==> src/rtl/stack_pkg.sv <==
// Purpose: shared types and constants of the stack pointer bank
// Assumes: one 200 MHz clock, AXI4-Lite register access
// Notes: pointer index equals {interruptStackFlag, currentModeField}
//
// Behaviour
// - one pointer per state; on state change save stack register, reload new one
// - flag 1 mode 0 picks interrupt pointer; flag 0 modes pick process pointers
// - entry clears mode bits so mode is never non-zero on interrupt stack
// - return loading flag and non-zero mode raises reserved operand fault instead
// - entry uses interrupt stack if flag set or code 01, else kernel
// - vector codes 10 and 11 never select kernel or interrupt stack
// - kernel stack fault aborts, starts kernel-stack-not-valid abort at level 1F
// - interrupt stack fault halts the processor, no further exception processing
// - recurring kernel or interrupt stack faults never loop endlessly
// - no stack alignment except for the two call instructions
// - privileged register access reads and writes all five pointers, current included
// - all five pointers may live in internal registers
// - pointer register number equals status bits 26:24
// - previous mode bits 23:22 cleared on interrupt entry
// - pointers need no reset value
// - code 0 kernel unless on interrupt stack; code 1 interrupt, level 1F on exceptions
package stack_pkg;
  localparam int SP_W = 32;
  localparam int ADDR_W = 8;
  localparam int NUM_SP = 5;
  localparam logic [1:0] MODE_KERNEL = 2'h0;
  localparam logic [2:0] IDX_INTERRUPT = 3'h4;
  localparam logic [1:0] VEC_KERNEL = 2'h0;
  localparam logic [1:0] VEC_INTERRUPT = 2'h1;
  localparam logic [4:0] LEVEL_TOP = 5'h1F;
  // register map, byte addresses
  localparam logic [ADDR_W-1:0] REG_CTRL = 8'h00;
  localparam logic [ADDR_W-1:0] REG_STATE = 8'h04;
  localparam logic [ADDR_W-1:0] REG_EVT_STAT = 8'h08;
  localparam logic [ADDR_W-1:0] REG_EVT_MASK = 8'h0C;
  localparam logic [2:0] SP_PAGE = 3'h1;
  // field positions of the state word
  localparam int POS_FLAG = 26;
  localparam int POS_CUR = 24;
  localparam int POS_PRV = 22;
  localparam int POS_HALT = 8;
  localparam int POS_KSNV = 9;
  // event bits
  localparam int EVT_W = 4;
  localparam int EVT_ROF = 0;
  localparam int EVT_KSNV = 1;
  localparam int EVT_HALT = 2;
  localparam int EVT_DIVERT = 3;
  localparam int CTRL_HALT_CLR = 0;
  localparam logic [1:0] RESP_OKAY = 2'h0;
  localparam logic [1:0] RESP_SLVERR = 2'h2;

  typedef struct packed {
    logic interruptStackFlag;
    logic [1:0] currentModeField;
    logic [1:0] previousModeField;
    logic [4:0] priorityLevel;
  } status_longword_t;

  typedef enum logic [1:0] {OP_NONE, OP_EXCEPTION, OP_INTERRUPT, OP_RETURN} seq_op_t;

  typedef struct packed {
    logic valid;
    seq_op_t op;
    logic [1:0] vecCode;
    logic [4:0] newLevel;
    status_longword_t retWord;
  } seq_req_t;
endpackage

==> src/rtl/sp_slot.sv <==
// Purpose: one stack pointer storage word
// Assumes: write enable from the bank owner
// Notes: no reset, content is undefined after start-up
`timescale 1ns/10ps
module sp_slot import stack_pkg::*; #(
  parameter int WIDTH = SP_W
) (
  input wire logic sys_clk,
  input wire logic we,
  input wire logic [WIDTH-1:0] d,
  output logic [WIDTH-1:0] q
);
  always_ff @(posedge sys_clk) begin
    if (we) begin
      q <= d;
    end
  end
endmodule // sp_slot

==> src/rtl/stack_pointer_select.sv <==
// Purpose: stack pointer bank, selection, swap and stack fault escalation
// Assumes: sequencer requests on the same clock, AXI4-Lite privileged access
// Notes: bus writes stall while the sequencer changes state
//
// The implementer's own choices: the address map and the AXI4-Lite interface to the registers.
`timescale 1ns/10ps
module stack_pointer_select import stack_pkg::*; (
  input wire logic sys_clk,
  input wire logic srst,
  input wire logic [ADDR_W-1:0] s_axi_awaddr,
  input wire logic s_axi_awvalid,
  output logic s_axi_awready,
  input wire logic [31:0] s_axi_wdata,
  input wire logic [3:0] s_axi_wstrb,
  input wire logic s_axi_wvalid,
  output logic s_axi_wready,
  output logic [1:0] s_axi_bresp,
  output logic s_axi_bvalid,
  input wire logic s_axi_bready,
  input wire logic [ADDR_W-1:0] s_axi_araddr,
  input wire logic s_axi_arvalid,
  output logic s_axi_arready,
  output logic [31:0] s_axi_rdata,
  output logic [1:0] s_axi_rresp,
  output logic s_axi_rvalid,
  input wire logic s_axi_rready,
  input wire seq_req_t seqReq,
  input wire logic stackFault,
  input wire logic regFourteenWe,
  input wire logic [SP_W-1:0] regFourteenWdata,
  input wire logic callAlign,
  output logic [SP_W-1:0] generalRegFourteen,
  output status_longword_t statusWord,
  output logic entryDone,
  output logic rsvdOperandFault,
  output logic ksnvAbort,
  output logic haltReq,
  output logic vecDiverted,
  output logic irq
);
  // ==========================================================
  // state
  status_longword_t word_q, word_d;
  logic [SP_W-1:0] gr_q, gr_d;
  logic ksnv_q, ksnv_d, halt_q, halt_d;
  logic [EVT_W-1:0] evtStat_q, evtMask_q, evtSet;
  logic [SP_W-1:0] bankQ [NUM_SP];
  logic bankWe;
  logic [2:0] bankWIdx;
  logic [SP_W-1:0] bankWData;
  logic awHeld_q, wHeld_q;
  logic [ADDR_W-1:0] awAddr_q;
  logic [31:0] wData_q;
  logic [3:0] wStrb_q;

  // ==========================================================
  // pointer bank
  for (genvar g = 0; g < NUM_SP; g++) begin : gSlot
    sp_slot #(.WIDTH(SP_W)) uSlot (
      .sys_clk(sys_clk),
      .we(bankWe && (bankWIdx == 3'(g))),
      .d(bankWData),
      .q(bankQ[g])
    );
  end

  // ==========================================================
  // selection and next state
  wire [2:0] curIdx = {word_q.interruptStackFlag, word_q.currentModeField};
  wire seqFire = seqReq.valid && !halt_q;
  wire faultFire = stackFault && !halt_q;
  wire onIntStack = word_q.interruptStackFlag || ksnv_q;
  wire faultHalt = faultFire && onIntStack;
  wire faultKsnv = faultFire && !onIntStack && (word_q.currentModeField == MODE_KERNEL);
  wire isEntry = seqFire && (seqReq.op == OP_EXCEPTION || seqReq.op == OP_INTERRUPT);
  wire vecStack = (seqReq.vecCode == VEC_KERNEL) || (seqReq.vecCode == VEC_INTERRUPT);
  wire entryGo = isEntry && vecStack && !faultFire;
  wire divertGo = isEntry && !vecStack && !faultFire;
  wire retBad = seqReq.retWord.interruptStackFlag && (seqReq.retWord.currentModeField != MODE_KERNEL);
  wire retFire = seqFire && (seqReq.op == OP_RETURN) && !faultFire;
  wire retGo = retFire && !retBad;
  wire retRof = retFire && retBad;
  wire toIntr = word_q.interruptStackFlag || (seqReq.vecCode == VEC_INTERRUPT);

  always_comb begin
    word_d = word_q;
    if (faultKsnv) begin
      word_d.interruptStackFlag = 1'b1;
      word_d.currentModeField = MODE_KERNEL;
      word_d.priorityLevel = LEVEL_TOP;
    end else if (entryGo) begin
      word_d.interruptStackFlag = toIntr;
      word_d.currentModeField = MODE_KERNEL;
      if (seqReq.op == OP_INTERRUPT) begin
        word_d.previousModeField = MODE_KERNEL;
        word_d.priorityLevel = seqReq.newLevel;
      end else begin
        word_d.previousModeField = word_q.currentModeField;
        if (seqReq.vecCode == VEC_INTERRUPT) begin
          word_d.priorityLevel = LEVEL_TOP;
        end
      end
    end else if (retGo) begin
      word_d = seqReq.retWord;
    end
  end

  wire stateChange = faultKsnv || entryGo || retGo;
  wire [2:0] newIdx = {word_d.interruptStackFlag, word_d.currentModeField};
  wire swap = stateChange && (newIdx != curIdx);

  // ==========================================================
  // register bus decode
  wire axiStall = seqFire || faultFire || regFourteenWe || callAlign;
  wire writeGo = awHeld_q && wHeld_q && !s_axi_bvalid && !axiStall;
  wire [2:0] wIdx = awAddr_q[4:2];
  wire [2:0] rIdx = s_axi_araddr[4:2];
  wire wIsSp = (awAddr_q[ADDR_W-1:5] == SP_PAGE) && (wIdx < 3'(NUM_SP));
  wire rIsSp = (s_axi_araddr[ADDR_W-1:5] == SP_PAGE) && (rIdx < 3'(NUM_SP));
  wire wIsCtrl = awAddr_q[ADDR_W-1:2] == REG_CTRL[ADDR_W-1:2];
  wire wIsStat = awAddr_q[ADDR_W-1:2] == REG_EVT_STAT[ADDR_W-1:2];
  wire wIsMask = awAddr_q[ADDR_W-1:2] == REG_EVT_MASK[ADDR_W-1:2];
  wire wMapped = wIsSp || wIsCtrl || wIsStat || wIsMask;
  wire rIsState = s_axi_araddr[ADDR_W-1:2] == REG_STATE[ADDR_W-1:2];
  wire rIsStat = s_axi_araddr[ADDR_W-1:2] == REG_EVT_STAT[ADDR_W-1:2];
  wire rIsMask = s_axi_araddr[ADDR_W-1:2] == REG_EVT_MASK[ADDR_W-1:2];
  wire rIsCtrl = s_axi_araddr[ADDR_W-1:2] == REG_CTRL[ADDR_W-1:2];
  wire rMapped = rIsSp || rIsState || rIsStat || rIsMask || rIsCtrl;
  wire spWrite = writeGo && wIsSp;
  wire spWriteCur = spWrite && (wIdx == curIdx);

  function automatic logic [31:0] mergeStrb(input logic [31:0] old, input logic [31:0] nw,
                                            input logic [3:0] strb);
    logic [31:0] res;
    res = old;
    for (int b = 0; b < 4; b++) begin
      if (strb[b]) begin
        res[b*8 +: 8] = nw[b*8 +: 8];
      end
    end
    return res;
  endfunction

  wire [SP_W-1:0] spOld = (wIdx == curIdx) ? gr_q : bankQ[wIdx];
  wire [SP_W-1:0] spMerged = mergeStrb(spOld, wData_q, wStrb_q);
  wire [31:0] stateRd = (32'(word_q.interruptStackFlag) << POS_FLAG)
    | (32'(word_q.currentModeField) << POS_CUR) | (32'(word_q.previousModeField) << POS_PRV)
    | 32'(word_q.priorityLevel) | (32'(halt_q) << POS_HALT) | (32'(ksnv_q) << POS_KSNV);
  wire [31:0] spRd = (rIdx == curIdx) ? gr_q : bankQ[rIdx];
  wire [31:0] rdMux = rIsSp ? spRd : rIsState ? stateRd : rIsStat ? 32'(evtStat_q)
    : rIsMask ? 32'(evtMask_q) : 32'h0000_0000;

  // ==========================================================
  // bank write port and stack register
  assign bankWe = swap || (spWrite && !spWriteCur);
  assign bankWIdx = swap ? curIdx : wIdx;
  assign bankWData = swap ? gr_q : spMerged;

  always_comb begin
    gr_d = gr_q;
    if (swap) begin
      gr_d = bankQ[newIdx];
    end else if (regFourteenWe) begin
      gr_d = regFourteenWdata;
    end else if (callAlign) begin
      gr_d = {gr_q[SP_W-1:2], 2'h0};
    end else if (spWriteCur) begin
      gr_d = spMerged;
    end
  end

  assign halt_d = faultHalt || (halt_q && !(writeGo && wIsCtrl && wStrb_q[0]
    && wData_q[CTRL_HALT_CLR]));
  assign ksnv_d = faultKsnv || (ksnv_q && !retGo);
  assign evtSet = {divertGo, faultHalt, faultKsnv, retRof};
  wire [EVT_W-1:0] evtClr = (writeGo && wIsStat && wStrb_q[0]) ? wData_q[EVT_W-1:0] : '0;
  wire [EVT_W-1:0] evtStat_d = (evtStat_q & ~evtClr) | evtSet;
  // mask write reaches irq at the same edge as the mask itself
  wire [EVT_W-1:0] evtMask_d = (writeGo && wIsMask && wStrb_q[0]) ? wData_q[EVT_W-1:0]
    : evtMask_q;

  // ==========================================================
  // processor state flops
  always_ff @(posedge sys_clk) begin
    if (srst) begin
      word_q <= '0;
      gr_q <= '0;
      ksnv_q <= 1'b0;
      halt_q <= 1'b0;
    end else begin
      word_q <= word_d;
      gr_q <= gr_d;
      ksnv_q <= ksnv_d;
      halt_q <= halt_d;
    end
  end

  always_ff @(posedge sys_clk) begin
    if (srst) begin
      entryDone <= 1'b0;
      rsvdOperandFault <= 1'b0;
      ksnvAbort <= 1'b0;
      vecDiverted <= 1'b0;
    end else begin
      entryDone <= entryGo || faultKsnv;
      rsvdOperandFault <= retRof;
      ksnvAbort <= faultKsnv;
      vecDiverted <= divertGo;
    end
  end

  always_ff @(posedge sys_clk) begin
    if (srst) begin
      evtStat_q <= '0;
      evtMask_q <= '0;
      irq <= 1'b0;
    end else begin
      evtStat_q <= evtStat_d;
      evtMask_q <= evtMask_d;
      irq <= |(evtStat_d & evtMask_d);
    end
  end

  assign generalRegFourteen = gr_q;
  assign statusWord = word_q;
  assign haltReq = halt_q;

  // ==========================================================
  // bus write channel
  always_ff @(posedge sys_clk) begin
    if (srst) begin
      awHeld_q <= 1'b0;
      wHeld_q <= 1'b0;
      awAddr_q <= '0;
      wData_q <= '0;
      wStrb_q <= '0;
      s_axi_awready <= 1'b1;
      s_axi_wready <= 1'b1;
      s_axi_bvalid <= 1'b0;
      s_axi_bresp <= RESP_OKAY;
    end else begin
      if (s_axi_awvalid && s_axi_awready) begin
        awHeld_q <= 1'b1;
        awAddr_q <= s_axi_awaddr;
        s_axi_awready <= 1'b0;
      end
      if (s_axi_wvalid && s_axi_wready) begin
        wHeld_q <= 1'b1;
        wData_q <= s_axi_wdata;
        wStrb_q <= s_axi_wstrb;
        s_axi_wready <= 1'b0;
      end
      if (writeGo) begin
        awHeld_q <= 1'b0;
        wHeld_q <= 1'b0;
        s_axi_bvalid <= 1'b1;
        s_axi_bresp <= wMapped ? RESP_OKAY : RESP_SLVERR;
      end
      if (s_axi_bvalid && s_axi_bready) begin
        s_axi_bvalid <= 1'b0;
        s_axi_awready <= 1'b1;
        s_axi_wready <= 1'b1;
      end
    end
  end

  // ==========================================================
  // bus read channel
  always_ff @(posedge sys_clk) begin
    if (srst) begin
      s_axi_arready <= 1'b1;
      s_axi_rvalid <= 1'b0;
      s_axi_rdata <= '0;
      s_axi_rresp <= RESP_OKAY;
    end else if (s_axi_arvalid && s_axi_arready) begin
      s_axi_arready <= 1'b0;
      s_axi_rvalid <= 1'b1;
      s_axi_rdata <= rdMux;
      s_axi_rresp <= rMapped ? RESP_OKAY : RESP_SLVERR;
    end else if (s_axi_rvalid && s_axi_rready) begin
      s_axi_rvalid <= 1'b0;
      s_axi_arready <= 1'b1;
    end
  end
endmodule // stack_pointer_select

==> config.mk <==
export PLATFORM = sky130hd
export DESIGN_NAME = stack_pointer_select
export DESIGN_NICKNAME = d
export VERILOG_FILES = /design/src/rtl/stack_pkg.sv /design/src/rtl/sp_slot.sv /design/src/rtl/stack_pointer_select.sv
export SDC_FILE = /design/constraint.sdc
export NUM_CORES = 1
export LEC_CHECK = 0
export BUFFER_PORTS_ARGS = -buffer_cell sky130_fd_sc_hd__buf_2
export CAP_MARGIN = 40
export CORE_MARGIN = 4
export CORE_UTILIZATION = 50
export CTS_CLUSTER_SIZE = 10
export DETAILED_ROUTE_END_ITERATION = 16
export PLACE_DENSITY_LB_ADDON = 0.05
export SYNTH_ARGS = -nofsm -noshare
export SYNTH_HDL_FRONTEND = slang
export SYNTH_SLANG_ARGS = --single-unit
==> constraint.sdc <==
create_clock -name sys_clk -period 4.6 [get_ports sys_clk]
set_input_delay 0.23 -clock sys_clk [delete_from_list [all_inputs] [get_ports sys_clk]]
set_output_delay 0.23 -clock sys_clk [all_outputs]
set_load 0.03 [all_outputs]
==> After elaboration in Yosys (flattened, before gate mapping) <==
Index checks and enable logic that the tools add are counted.
{ "totals": {"inputBits": 114, "wordCells": 199, "register_bits": 304} }
{ "op_classes": {"n_reduce_logical": 89, "n_eq_ne": 20, "muxes": 39, "bitwise": 13, "magnitude_cmp": 5} }
{ "op_table": {"columns": ["op", "n"], "rows": [
  ["$mux W32", 14],
  ["$bmux W32 S3", 3],
  ["$logic_and A1 B1 Y1", 43],
  ["$mux W8", 4],
  ["$mux W27", 1],
  ["$or A27 B10 Y27", 1],
  ["$or A27 B24 Y27", 1],
  ["$or A27 B26 Y27", 1],
  ["$or A27 B5 Y27", 1],
  ["$or A27 B9 Y27", 1],
  ["$eq A6 B2 Y1 const B", 4],
  ["$mux W10", 2],
  ["$logic_or A1 B1 Y1", 19],
  ["$mux W4", 4],
  ["$ge A4 B4 Y1 const B", 3],
  ["$logic_not A6 Y1", 2],
  ["$not A3 Y4", 3],
  ["$logic_not A1 Y1", 10],
  ["$mux W5", 2],
  ["$eq A3 B1 Y1 const B", 3],
  ["$and A4 B4 Y4", 2],
  ["$mux W7", 1],
  ["$eq A3 B2 Y1 const B", 2],
  ["$eq A3 B3 Y1", 2],
  ["other kinds (22)", 37]
]} }

==> Logic depth before layout (Yosys ltp) <==
Gate-level depths: netlist of run 1.
{ "logic_depth": {"ltp_word": 15, "depth_mapped": 10, "ltp_nobuf": 8} }

==> Modules after synthesis <==
From an unflattened synthesis of run 1, not the netlist that was laid out.
{ "unflattened": {"hier_cells": 1641, "area_unflattened_um2": 16163.0} }
{ "by_module_without_submodules": {"columns": ["module", "area_each_um2", "cells_each", "instances"], "rows": [
  ["stack_pointer_select", 11358.4, 1481, 1],
  ["sp_slot", 960.9, 32, 5]
]} }

==> Worst setup path before layout of run 1 <==
No wires, ideal clock.
{ "synth_timing": {"path_type": "flip-flop to flip-flop", "startpoint": "register word_q, in the netlist statusWord[9]", "endpoint": "register gSlot[2].uSlot.q[0], enable pin", "setup_slack_ns": 0.064, "path_buffers": 2, "required_ns": 4.134, "path_stages_with_launch": 9, "t_arrival_ns": 4.071, "path_cell_list": "dfxtp_1 clkbuf_1 xnor2_1 and3_1 clkbuf_1 or3_1 inv_1 nand2_1 o21ai_0"} }
{ "synth_between": {"elab_chain_cells": 10, "elab_cells_between_ends": 20, "classes_between": "eq/ne (3); mux (4); reduce/logical (13)"} }
{ "synth_lines": {"columns": ["element", "line", "source"], "rows": [
  ["start, declared", "stack_pointer_select.sv:43", "status_longword_t word_q, word_d;"],
  ["start signal, assigned", "stack_pointer_select.sv:191", "word_q <= word_d;"],
  ["$logic_or A1 B1 Y1", "stack_pointer_select.sv:72", "wire onIntStack = word_q.interruptStackFlag || ksnv_q;"],
  ["$logic_not A1 Y1", "stack_pointer_select.sv:74", "wire faultKsnv = faultFire && !onIntStack && (word_q.currentModeField == MODE_KERNEL);"],
  ["$logic_and A1 B1 Y1 (2 in series)", "stack_pointer_select.sv:74", null],
  ["$mux W3 or $logic_or A1 B1 Y1 (tied branches)", "stack_pointer_select.sv:87, stack_pointer_select.sv:108", null],
  ["$ne A3 B3 Y1 or $logic_or A1 B1 Y1 (tied branches)", "stack_pointer_select.sv:110, stack_pointer_select.sv:108", null],
  ["$logic_and A1 B1 Y1", "stack_pointer_select.sv:110", "wire swap = stateChange && (newIdx != curIdx);"],
  ["$mux W3", "stack_pointer_select.sv:156", "assign bankWIdx = swap ? curIdx : wIdx;"],
  ["$eq A3 B2 Y1", "stack_pointer_select.sv:61", ".we(bankWe && (bankWIdx == 3'(g))),"],
  ["$logic_and A1 B1 Y1 *", "stack_pointer_select.sv:61", null],
  ["via gSlot[2].uSlot.we", "sp_slot.sv:9", "input wire logic we,"],
  ["end signal, assigned", "sp_slot.sv:15", "q <= d;"],
  ["end, declared", "sp_slot.sv:11", "output logic [WIDTH-1:0] q"]
]} }
Mark *: on every way through the listed nets, which the timed path passes. The rest lies on a longest branch. The select of a mux whose other input is x is not followed.
A chain may end at the register's enable or synchronous reset.

==> Final worst setup path of run 1 <==
{ "layout_timing": {"startpoint": "register word_q, in the netlist statusWord[8]", "endpoint": "register gSlot[1].uSlot.q[5], enable pin"} }
{ "layout_between": {"elab_chain_cells": 8, "elab_cells_between_ends": 17, "classes_between": "eq/ne (3); mux (4); reduce/logical (10)"} }
{ "layout_lines": {"columns": ["element", "line"], "rows": [
  ["$mux W10 or $logic_not A2 Y1 (tied branches)", "stack_pointer_select.sv:103, stack_pointer_select.sv:74"],
  ["$mux W10 or $logic_and A1 B1 Y1 (tied branches)", "stack_pointer_select.sv:91, stack_pointer_select.sv:74"],
  ["$mux W3 or $logic_or A1 B1 Y1 (tied branches)", "stack_pointer_select.sv:87, stack_pointer_select.sv:108"],
  ["$ne A3 B3 Y1 or $logic_or A1 B1 Y1 (tied branches)", "stack_pointer_select.sv:110, stack_pointer_select.sv:108"],
  ["$logic_and A1 B1 Y1", "stack_pointer_select.sv:110"],
  ["$mux W3", "stack_pointer_select.sv:156"],
  ["$eq A3 B1 Y1", "stack_pointer_select.sv:61"],
  ["$logic_and A1 B1 Y1 *", "stack_pointer_select.sv:61"],
  ["via gSlot[1].uSlot.we", "sp_slot.sv:9"],
  ["end signal, assigned", "sp_slot.sv:15"],
  ["end, declared", "sp_slot.sv:11"]
]} }
Marks and branches as above.

==> summary.txt, run 1 <==
maximum vdd drop = 240 uV
WHS = 0.0161 ns
Tot GR Track Use = 0.302
Clock Latency Late Sink = 0.53 ns
I/O Buffers = 196
critical path launch point type = flip-flop
worst-path fanout max = 32
setup TNS = 0 ns
mux cell area share after synthesis = 0.105
Die H = 191 um
Pleak = 0.00722 uW
asr flop ratio synth = 0
Tmin final = 3.70 ns
CP max stage cell = dfxtp_1
Yosys reg bits = 300
count of final setup violators = 0
Root Driver = clkbuf_16
Routed wire per std cell = 24.5 um
Post-Synthesis Cells = 1685
core region area = 32700 um^2
Crit path max-delay family = simple AND/OR/NAND/NOR gates
First-pass DRT Iterations = 8
post-layout util = 0.597
io pins = 203
H-tree Lvls = 2
Mapped Area = 16700 um^2
1st-iter DRT viols = 1284
DP Area = 18000 um^2
drt drc = 0
DIE WIDTH = 191 um
CTS tree = yes
Vias = 14700
fin crit share = 0.805
Ys Warns = 0
synth-to-layout area growth = 17.2%
nets = 1964
final instance area = 19500 um^2
synth unique cells = 74
worst hold path type = input port to flip-flop
Seq/Total Area, Yosys = 0.457
xor/xnor cell area share of the yosys netlist = 0.00315
worst path arrival time = 3.85 ns
Row Count = 66
CP Depth = 7
R2R cell count = 7
fin cells = 2316
Syn Area/Cell = 9.89 um^2
clock sinks = 300
initial antenna violation count = 1
CP Cell Sequence = nor2_1 > and3_1 > or3_4 > a2111o_2 > or3_1 > a22oi_2 > buf_4
Hold Vio Cnt, Final = 0
Adder-Cell Fraction of Synth Area = 0.00150
Post-Route Skew = 0.0181 ns
Pwr Density = 408 nW/um^2
routed wire length = 56.6 mm
EDFF count, synth = 160
grt ovf = 0
first-pass GRT wire length = 84.5 mm
main combinational cell family by area after synthesis = compound AO/OA/AOI/OAI gates
unrepaired setup endpoints after global routing = no
half-perimeter wire length after placement = 35.8 mm
post-route ant nets = 0
fin. max-slew vios = 0
Post-CTS Resized = 0
Slew @ Worst Pin = 0.946 ns
largest net degree at the start of global routing = 97
top_reg_cell synth = edfxtp_1
vias in the first global route = 14200
Worst slew margin = 0.369
Max Root-Sink Buffers = 3
max cap viols = 0
outcome = completed
DR vias/cell = 6.34
RD Place Congestion = 0.888
TritonCTS Buffers = 37
Simple-Gate Fraction of Synth Area = 0.172
fraction of layout cells with a size suffix above 1 = 0.232
Die ar. = 36300 um^2
worst path bufs/invs = 1
DP Cell Count = 2211
Initial Util = 0.510
Hold Path Cell Cnt = 3
Compound-Gate Fraction of Synth Area = 0.210
Achievable Freq = 270 MHz
nature of the critical path endpoint = flip-flop
kind of critical path = flip-flop to flip-flop
clk slew on worst S/H paths = 0.05 ns
worst stage delay on the critical path = 0.68 ns
Worst Path Required = 4.75 ns
==> final timing paths <==
kind	start	end	slack [ns]
worst max-delay path	statusWord[8]$_SDFF_PP0_	gSlot[1].uSlot.q[5]$_DFFE_PP_	0.90
worst min-delay path	s_axi_awaddr[3]	awAddr_q[3]$_SDFFE_PP0P_	0.02
worst max register to register	statusWord[8]$_SDFF_PP0_	gSlot[1].uSlot.q[5]$_DFFE_PP_	0.90
worst min register to register	s_axi_rdata[22]$_SDFFE_PP0P_	s_axi_rdata[22]$_SDFFE_PP0P_	0.47
==> power by group <==
part / internal (uW) / total [uW] / switching, uW
Combinational: 716 / 1920 / 1200
Sequential: 3190 / 3400 / 215
Clock: 1580 / 2660 / 1080
==> worst min-delay path, stage by stage <==
cell,delay [ns]
buf_2,0.10
nand3_1,0.09
a21oi_1,0.07
==> sequential cells by signal (all words and copies together) (netlist names), 4 cells and up <==
name and count:
evtMask_q 4, awAddr_q 6, evtStat_q 4, statusWord 10, generalRegFourteen 32, s_axi_rdata 32
wData_q 32, wStrb_q 4, gSlot.uSlot.q 160
==> layout by cell type (no fill, tap or decap), drive strengths merged, types with 4 or more instances in the layout <==
cell type,n
nand4,4
and3b,30
dlygate4sd3,40
a2111oi,30
a22o,4
mux4,32
and3,4
edfxtp,160
o21ai,38
a222oi,31
xnor2,6
inv,53
a211oi,50
o2bb2ai,15
nor3b,48
mux2,68
nand2b,46
nand2,216
a21oi,171
o22ai,24
o2111ai,18
nor2b,6
or3,6
nor2,94
buf,240
dfxtp,140
clkbuf,61
a31oi,30
nor3,52
nand3,38
a22oi,38
o221ai,9
mux2i,27
==> synthesized netlist by cell type, drive strengths merged (3+ instances only) <==
| cell | instances | area, um^2 |
|---|---|---|
| mux2 | 68 | 766 |
| a22o | 4 | 35.0 |
| clkbuf | 113 | 424 |
| a2111oi | 30 | 569 |
| a222oi | 31 | 310 |
| a21oi | 171 | 856 |
| edfxtp | 160 | 4800 |
| nor4b | 3 | 38.8 |
| o22ai | 24 | 150 |
| a31oi | 30 | 188 |
| nand2 | 216 | 811 |
| o21ai | 38 | 190 |
| a211oi | 50 | 380 |
| o2111ai | 18 | 158 |
| nor2b | 6 | 37.5 |
| mux2i | 27 | 270 |
| nand3 | 38 | 190 |
| buf | 44 | 244 |
| dfxtp | 140 | 2800 |
| nand4 | 4 | 25.0 |
| and2 | 3 | 18.8 |
| mux4 | 32 | 721 |
| o221ai | 9 | 78.8 |
| inv | 52 | 195 |
| nor3b | 48 | 360 |
| o2bb2ai | 15 | 131 |
| and3 | 4 | 25.0 |
| xnor2 | 6 | 52.6 |
| or3 | 6 | 42.5 |
| and3b | 30 | 263 |
| nand2b | 46 | 288 |
| a22oi | 38 | 285 |
| nor3 | 52 | 270 |
| nor2 | 94 | 363 |
==> stage by stage <==
step	setup WS (ns)	power, uW
after floorplan	0.0636	4680
after global placement	0.922	5280
after detailed placement	0.883	5320
after CTS	0.935	8000
after global routing	0.699	8310
final	0.899	7980
==> cells by family (layout without fill, tap and decap cells) <==
logic type / Yosys count / in the layout
adder cells (fa/ha/maj): 2 / 2
multiplexers: 127 / 127
AND/OR/NAND/NOR: 563 / 563
flip-flops: 300 / 300
other: 1 / 3
XOR/XNOR: 6 / 6
buffers and inverters: 209 / 396
AO/OA/AOI/OAI: 477 / 477
==> cell type report <==
type	instances	area [um^2]
Clock inverter	3	20.0
Clock buffer	61	1070
Sequential cell	300	7610
Inverter	52	195
Antenna cell	1	2.50
Tap cell	442	553
Multi-Input combinational cell	1177	8300
Fill cell	2888	13200
Timing Repair Buffer	280	1790
==> per-layer routing <==
layer / track usage / wire [um] / part of all wire
met4: 0.121 / 1990 / 0.035
met5: 0 / 0 / 0
met1: 0.398 / 22800 / 0.40
met3: 0.0483 / 4790 / 0.085
met2: 0.502 / 27000 / 0.48
==> what timing repair did <==
action                                 in CTS  in global routing
hold buffers                               40                  0
buffers inserted                            0                  0
endpoints found under the hold margin      39                  0
(Power assumes the default switching activity.)
==> run 2, diff against run 1 <==
--- a/config.mk
+++ b/config.mk
@@ -5,6 +5,7 @@
 export SDC_FILE = /design/constraint.sdc
 export NUM_CORES = 1
 export LEC_CHECK = 0
+export ABC_AREA = 1
 export BUFFER_PORTS_ARGS = -buffer_cell sky130_fd_sc_hd__buf_2
 export CAP_MARGIN = 40
 export CORE_MARGIN = 4
==> constraint.sdc (replaced) <==
create_clock -name sys_clk -period 3.2 [get_ports sys_clk]
set_input_delay 0.16 -clock sys_clk [delete_from_list [all_inputs] [get_ports sys_clk]]
set_output_delay 0.16 -clock sys_clk [all_outputs]
set_load 0.03 [all_outputs]
==> summary.txt, run 2 <==
outcome = completed (unchanged)
asr flop ratio synth = 0 (unchanged)
diode count = 0 (was 1)
top cells by area, synth = edfxtp_1, dfxtp_1, nand2_1 (was edfxtp_1, dfxtp_1, a21oi_1)
1st-iter DRT viols = 1646 (was 1284)
Syn Area/Cell = 7.34 um^2 (was 9.89 um^2)
fin cells = 2966 (was 2316)
Compound-Gate Fraction of Synth Area = 0.146 (was 0.210)
max cap viols = 0 (unchanged)
Simple-Gate Fraction of Synth Area = 0.307 (was 0.172)
First-pass DRT Iterations = 5 (was 8)
fraction of layout cells with a size suffix above 1 = 0.149 (was 0.232)
clock sinks = 300 (unchanged)
maximum vdd drop = 469 uV (was 240 uV)
nature of the critical path endpoint = flip-flop (unchanged)
top post-synthesis cells by count = nand2_1, nand3_1, inv_1 (was nand2_1, a21oi_1, edfxtp_1)
clk slew on worst S/H paths = 0.06 ns (was 0.05 ns)
most frequent cell after synthesis = nand2_1 (unchanged)
H-tree Lvls = 2 (unchanged)
Sw Share = 0.381 (was 0.313)
critical path launch point type = flip-flop (unchanged)
half-perimeter wire length after placement = 45.3 mm (was 35.8 mm)
TritonCTS Buffers = 37 (unchanged)
Mapped Area = 16900 um^2 (was 16700 um^2)
main combinational cell family by area after synthesis = simple AND/OR/NAND/NOR gates (was compound AO/OA/AOI/OAI gates)
Max Root-Sink Buffers = 3 (unchanged)
worst path arrival time = 3.34 ns (was 3.85 ns)
Tmin final = 2.95 ns (was 3.70 ns)
P_sw = 5250 uW (was 2500 uW)
Post-Synthesis Cells = 2301 (was 1685)
internal power = 8540 uW (was 5480 uW)
xor/xnor cell area share of the yosys netlist = 0.00445 (was 0.00315)
I/O Buffers = 196 (unchanged)
Row Count = 67 (was 66)
Vias = 17400 (was 14700)
CTS tree = yes (unchanged)
Routed wire per std cell = 21.9 um (was 24.5 um)
setup TNS = 0 ns (unchanged)
Seq/Total Area, Yosys = 0.450 (was 0.457)
io pins = 203 (unchanged)
vias in the first global route = 16600 (was 14200)
unrepaired setup endpoints after global routing = no (unchanged)
Clock Latency Late Sink = 0.53 ns (about the same)
kind of critical path = flip-flop to flip-flop (unchanged)
Adder-Cell Fraction of Synth Area = 0.00148 (was 0.00150)
synth-to-layout area growth = 18.5% (was 17.2%)
count of final setup violators = 0 (unchanged)
first-pass GRT wire length = 95.2 mm (was 84.5 mm)
largest net degree at the start of global routing = 65 (was 97)
Yosys top cell area share = 0.284 (was 0.288)
fin crit share = 0.921 (was 0.805)
Post-Route Skew = 0.0136 ns (was 0.0181 ns)
Tot GR Track Use = 0.342 (was 0.302)
routed wire length = 65.1 mm (was 56.6 mm)
max reg flops = 160 (unchanged)
WHS = 0.0156 ns (was 0.0161 ns)
Worst Path Required = 3.60 ns (was 4.75 ns)
initial antenna violation count = 0 (was 1)
nets = 2621 (was 1964)
worst-path fanout max = 35 (was 32)
RD Place Congestion = 0.979 (was 0.888)
Die H = 192 um (was 191 um)
Initial Util = 0.505 (was 0.510)
Pwr Density = 689 nW/um^2 (was 408 nW/um^2)
most frequent cells in the layout = nand2_1, nand3_1, inv_1 (was nand2_1, buf_2, a21oi_1)
Worst slew margin = 0.354 (was 0.369)
DIE WIDTH = 192 um (was 191 um)
Root Driver = clkbuf_16 (unchanged)
Hold Vio Cnt, Final = 0 (unchanged)
grt ovf = 0 (unchanged)
commonest non-fill, non-tap cell in the layout = nand2_1 (unchanged)
Ys Warns = 0 (unchanged)
fin. max-slew vios = 0 (unchanged)
Logic pwr share = 0.336 (was 0.241)
Pleak = 0.00876 uW (was 0.00722 uW)
core region area = 33400 um^2 (was 32700 um^2)
clock group share of total power = 0.270 (was 0.333)
EDFF count, synth = 160 (unchanged)
synth unique cells = 49 (was 74)
DP Cell Count = 2867 (was 2211)
mux cell area share after synthesis = 0 (was 0.105)
Slew @ Worst Pin = 0.961 ns (was 0.946 ns)
Top reg by flops = gSlot.uSlot.q (unchanged)
R2R setup slack = 0.25 ns (was 0.90 ns)
Achievable Freq = 339 MHz (was 270 MHz)
top_reg_cell synth = edfxtp_1 (unchanged)
largest area contributor in the netlist = edfxtp_1 (unchanged)
post-route ant nets = 0 (unchanged)
drt drc = 0 (unchanged)
worst hold path type = input port to flip-flop (unchanged)
Die ar. = 36800 um^2 (was 36300 um^2)
sequential fraction of design power = 0.394 (was 0.426)
Yosys reg bits = 300 (unchanged)
DR vias/cell = 5.87 (was 6.34)
run 2: final cells by class:
cell class                      instances  area (um^2)
Clock buffer                           48          997
Clock inverter                          4         18.8
Fill cell                            3108        13400
Inverter                              226          851
Multi-Input combinational cell       1624         7830
Sequential cell                       300         7610
Tap cell                              448          561
Timing Repair Buffer                  316         2150
run 2: timing repair:
action | in CTS | in global routing
hold buffers | 47 | 0
setup endpoints to repair | 0 | 65
buffers inserted | 0 | 0
gates resized for setup | 0 | 1
endpoints found under the hold margin | 50 | 0
run 2: critical path: stages (launching register included):
cell     delay [ns]
dfxtp_1        0.52
nor2_2         0.11
nand3_4        0.15
buf_4          0.43
nand2_2        0.42
inv_2          0.40
nor3_4         0.08
buf_12         0.17
nand2_1        0.06
nand2_1        0.05
nor2_1         0.31
nor2_1         0.09
run 2: cells by family (layout without fill, tap and decap cells):
group,count (synthesis),count (layout)
adder cells (fa/ha/maj),2,2
AO/OA/AOI/OAI,424,424
XOR/XNOR,6,6
buffers and inverters,378,594
flip-flops,300,300
AND/OR/NAND/NOR,1190,1190
other,1,2
run 2: metrics by stage:
step	setup WS [ns]	utilization	total power, uW	area (um^2)
3_5_place_dp	0.0468	0.554	10000	18500
2_1_floorplan	-0.442	-	8240	16900
4_1_cts	0.166	0.598	13800	20000
5_1_grt	0.132	0.598	14400	20000
3_3_place_gp	0.125	0.552	9940	18500
6_report	0.253	0.598	13800	20000
run 2: layer usage:
| metal | wire length [um] | global-route usage |
|---|---|---|
| met1 | 23400 | 0.401 |
| met2 | 31400 | 0.581 |
| met3 | 4990 | 0.0445 |
| met4 | 5250 | 0.240 |
| met5 | 0 | 0 |
run 2: power by group through the flow:
stage / logic, uW / registers [uW] / clock network, uW
global route: 5000 / 5510 / 3910
floorplan: 2580 / 5660 / 0
CTS: 4590 / 5430 / 3760
global placement: 4440 / 5490 / 0
finish: 4630 / 5440 / 3720
detailed placement: 4530 / 5510 / 0
run 2: worst paths after layout:
check,endpoint,from,depth (start not counted)
setup reg to reg,generalRegFourteen[14]$_SDFFE_PP0P_,haltReq$_SDFF_PP0_,11
setup / recovery,generalRegFourteen[14]$_SDFFE_PP0P_,haltReq$_SDFF_PP0_,11
hold reg to reg,awAddr_q[7]$_SDFFE_PP0P_,awAddr_q[7]$_SDFFE_PP0P_,2
hold / removal,statusWord[1]$_SDFFE_PP0P_,seqReq[11],3
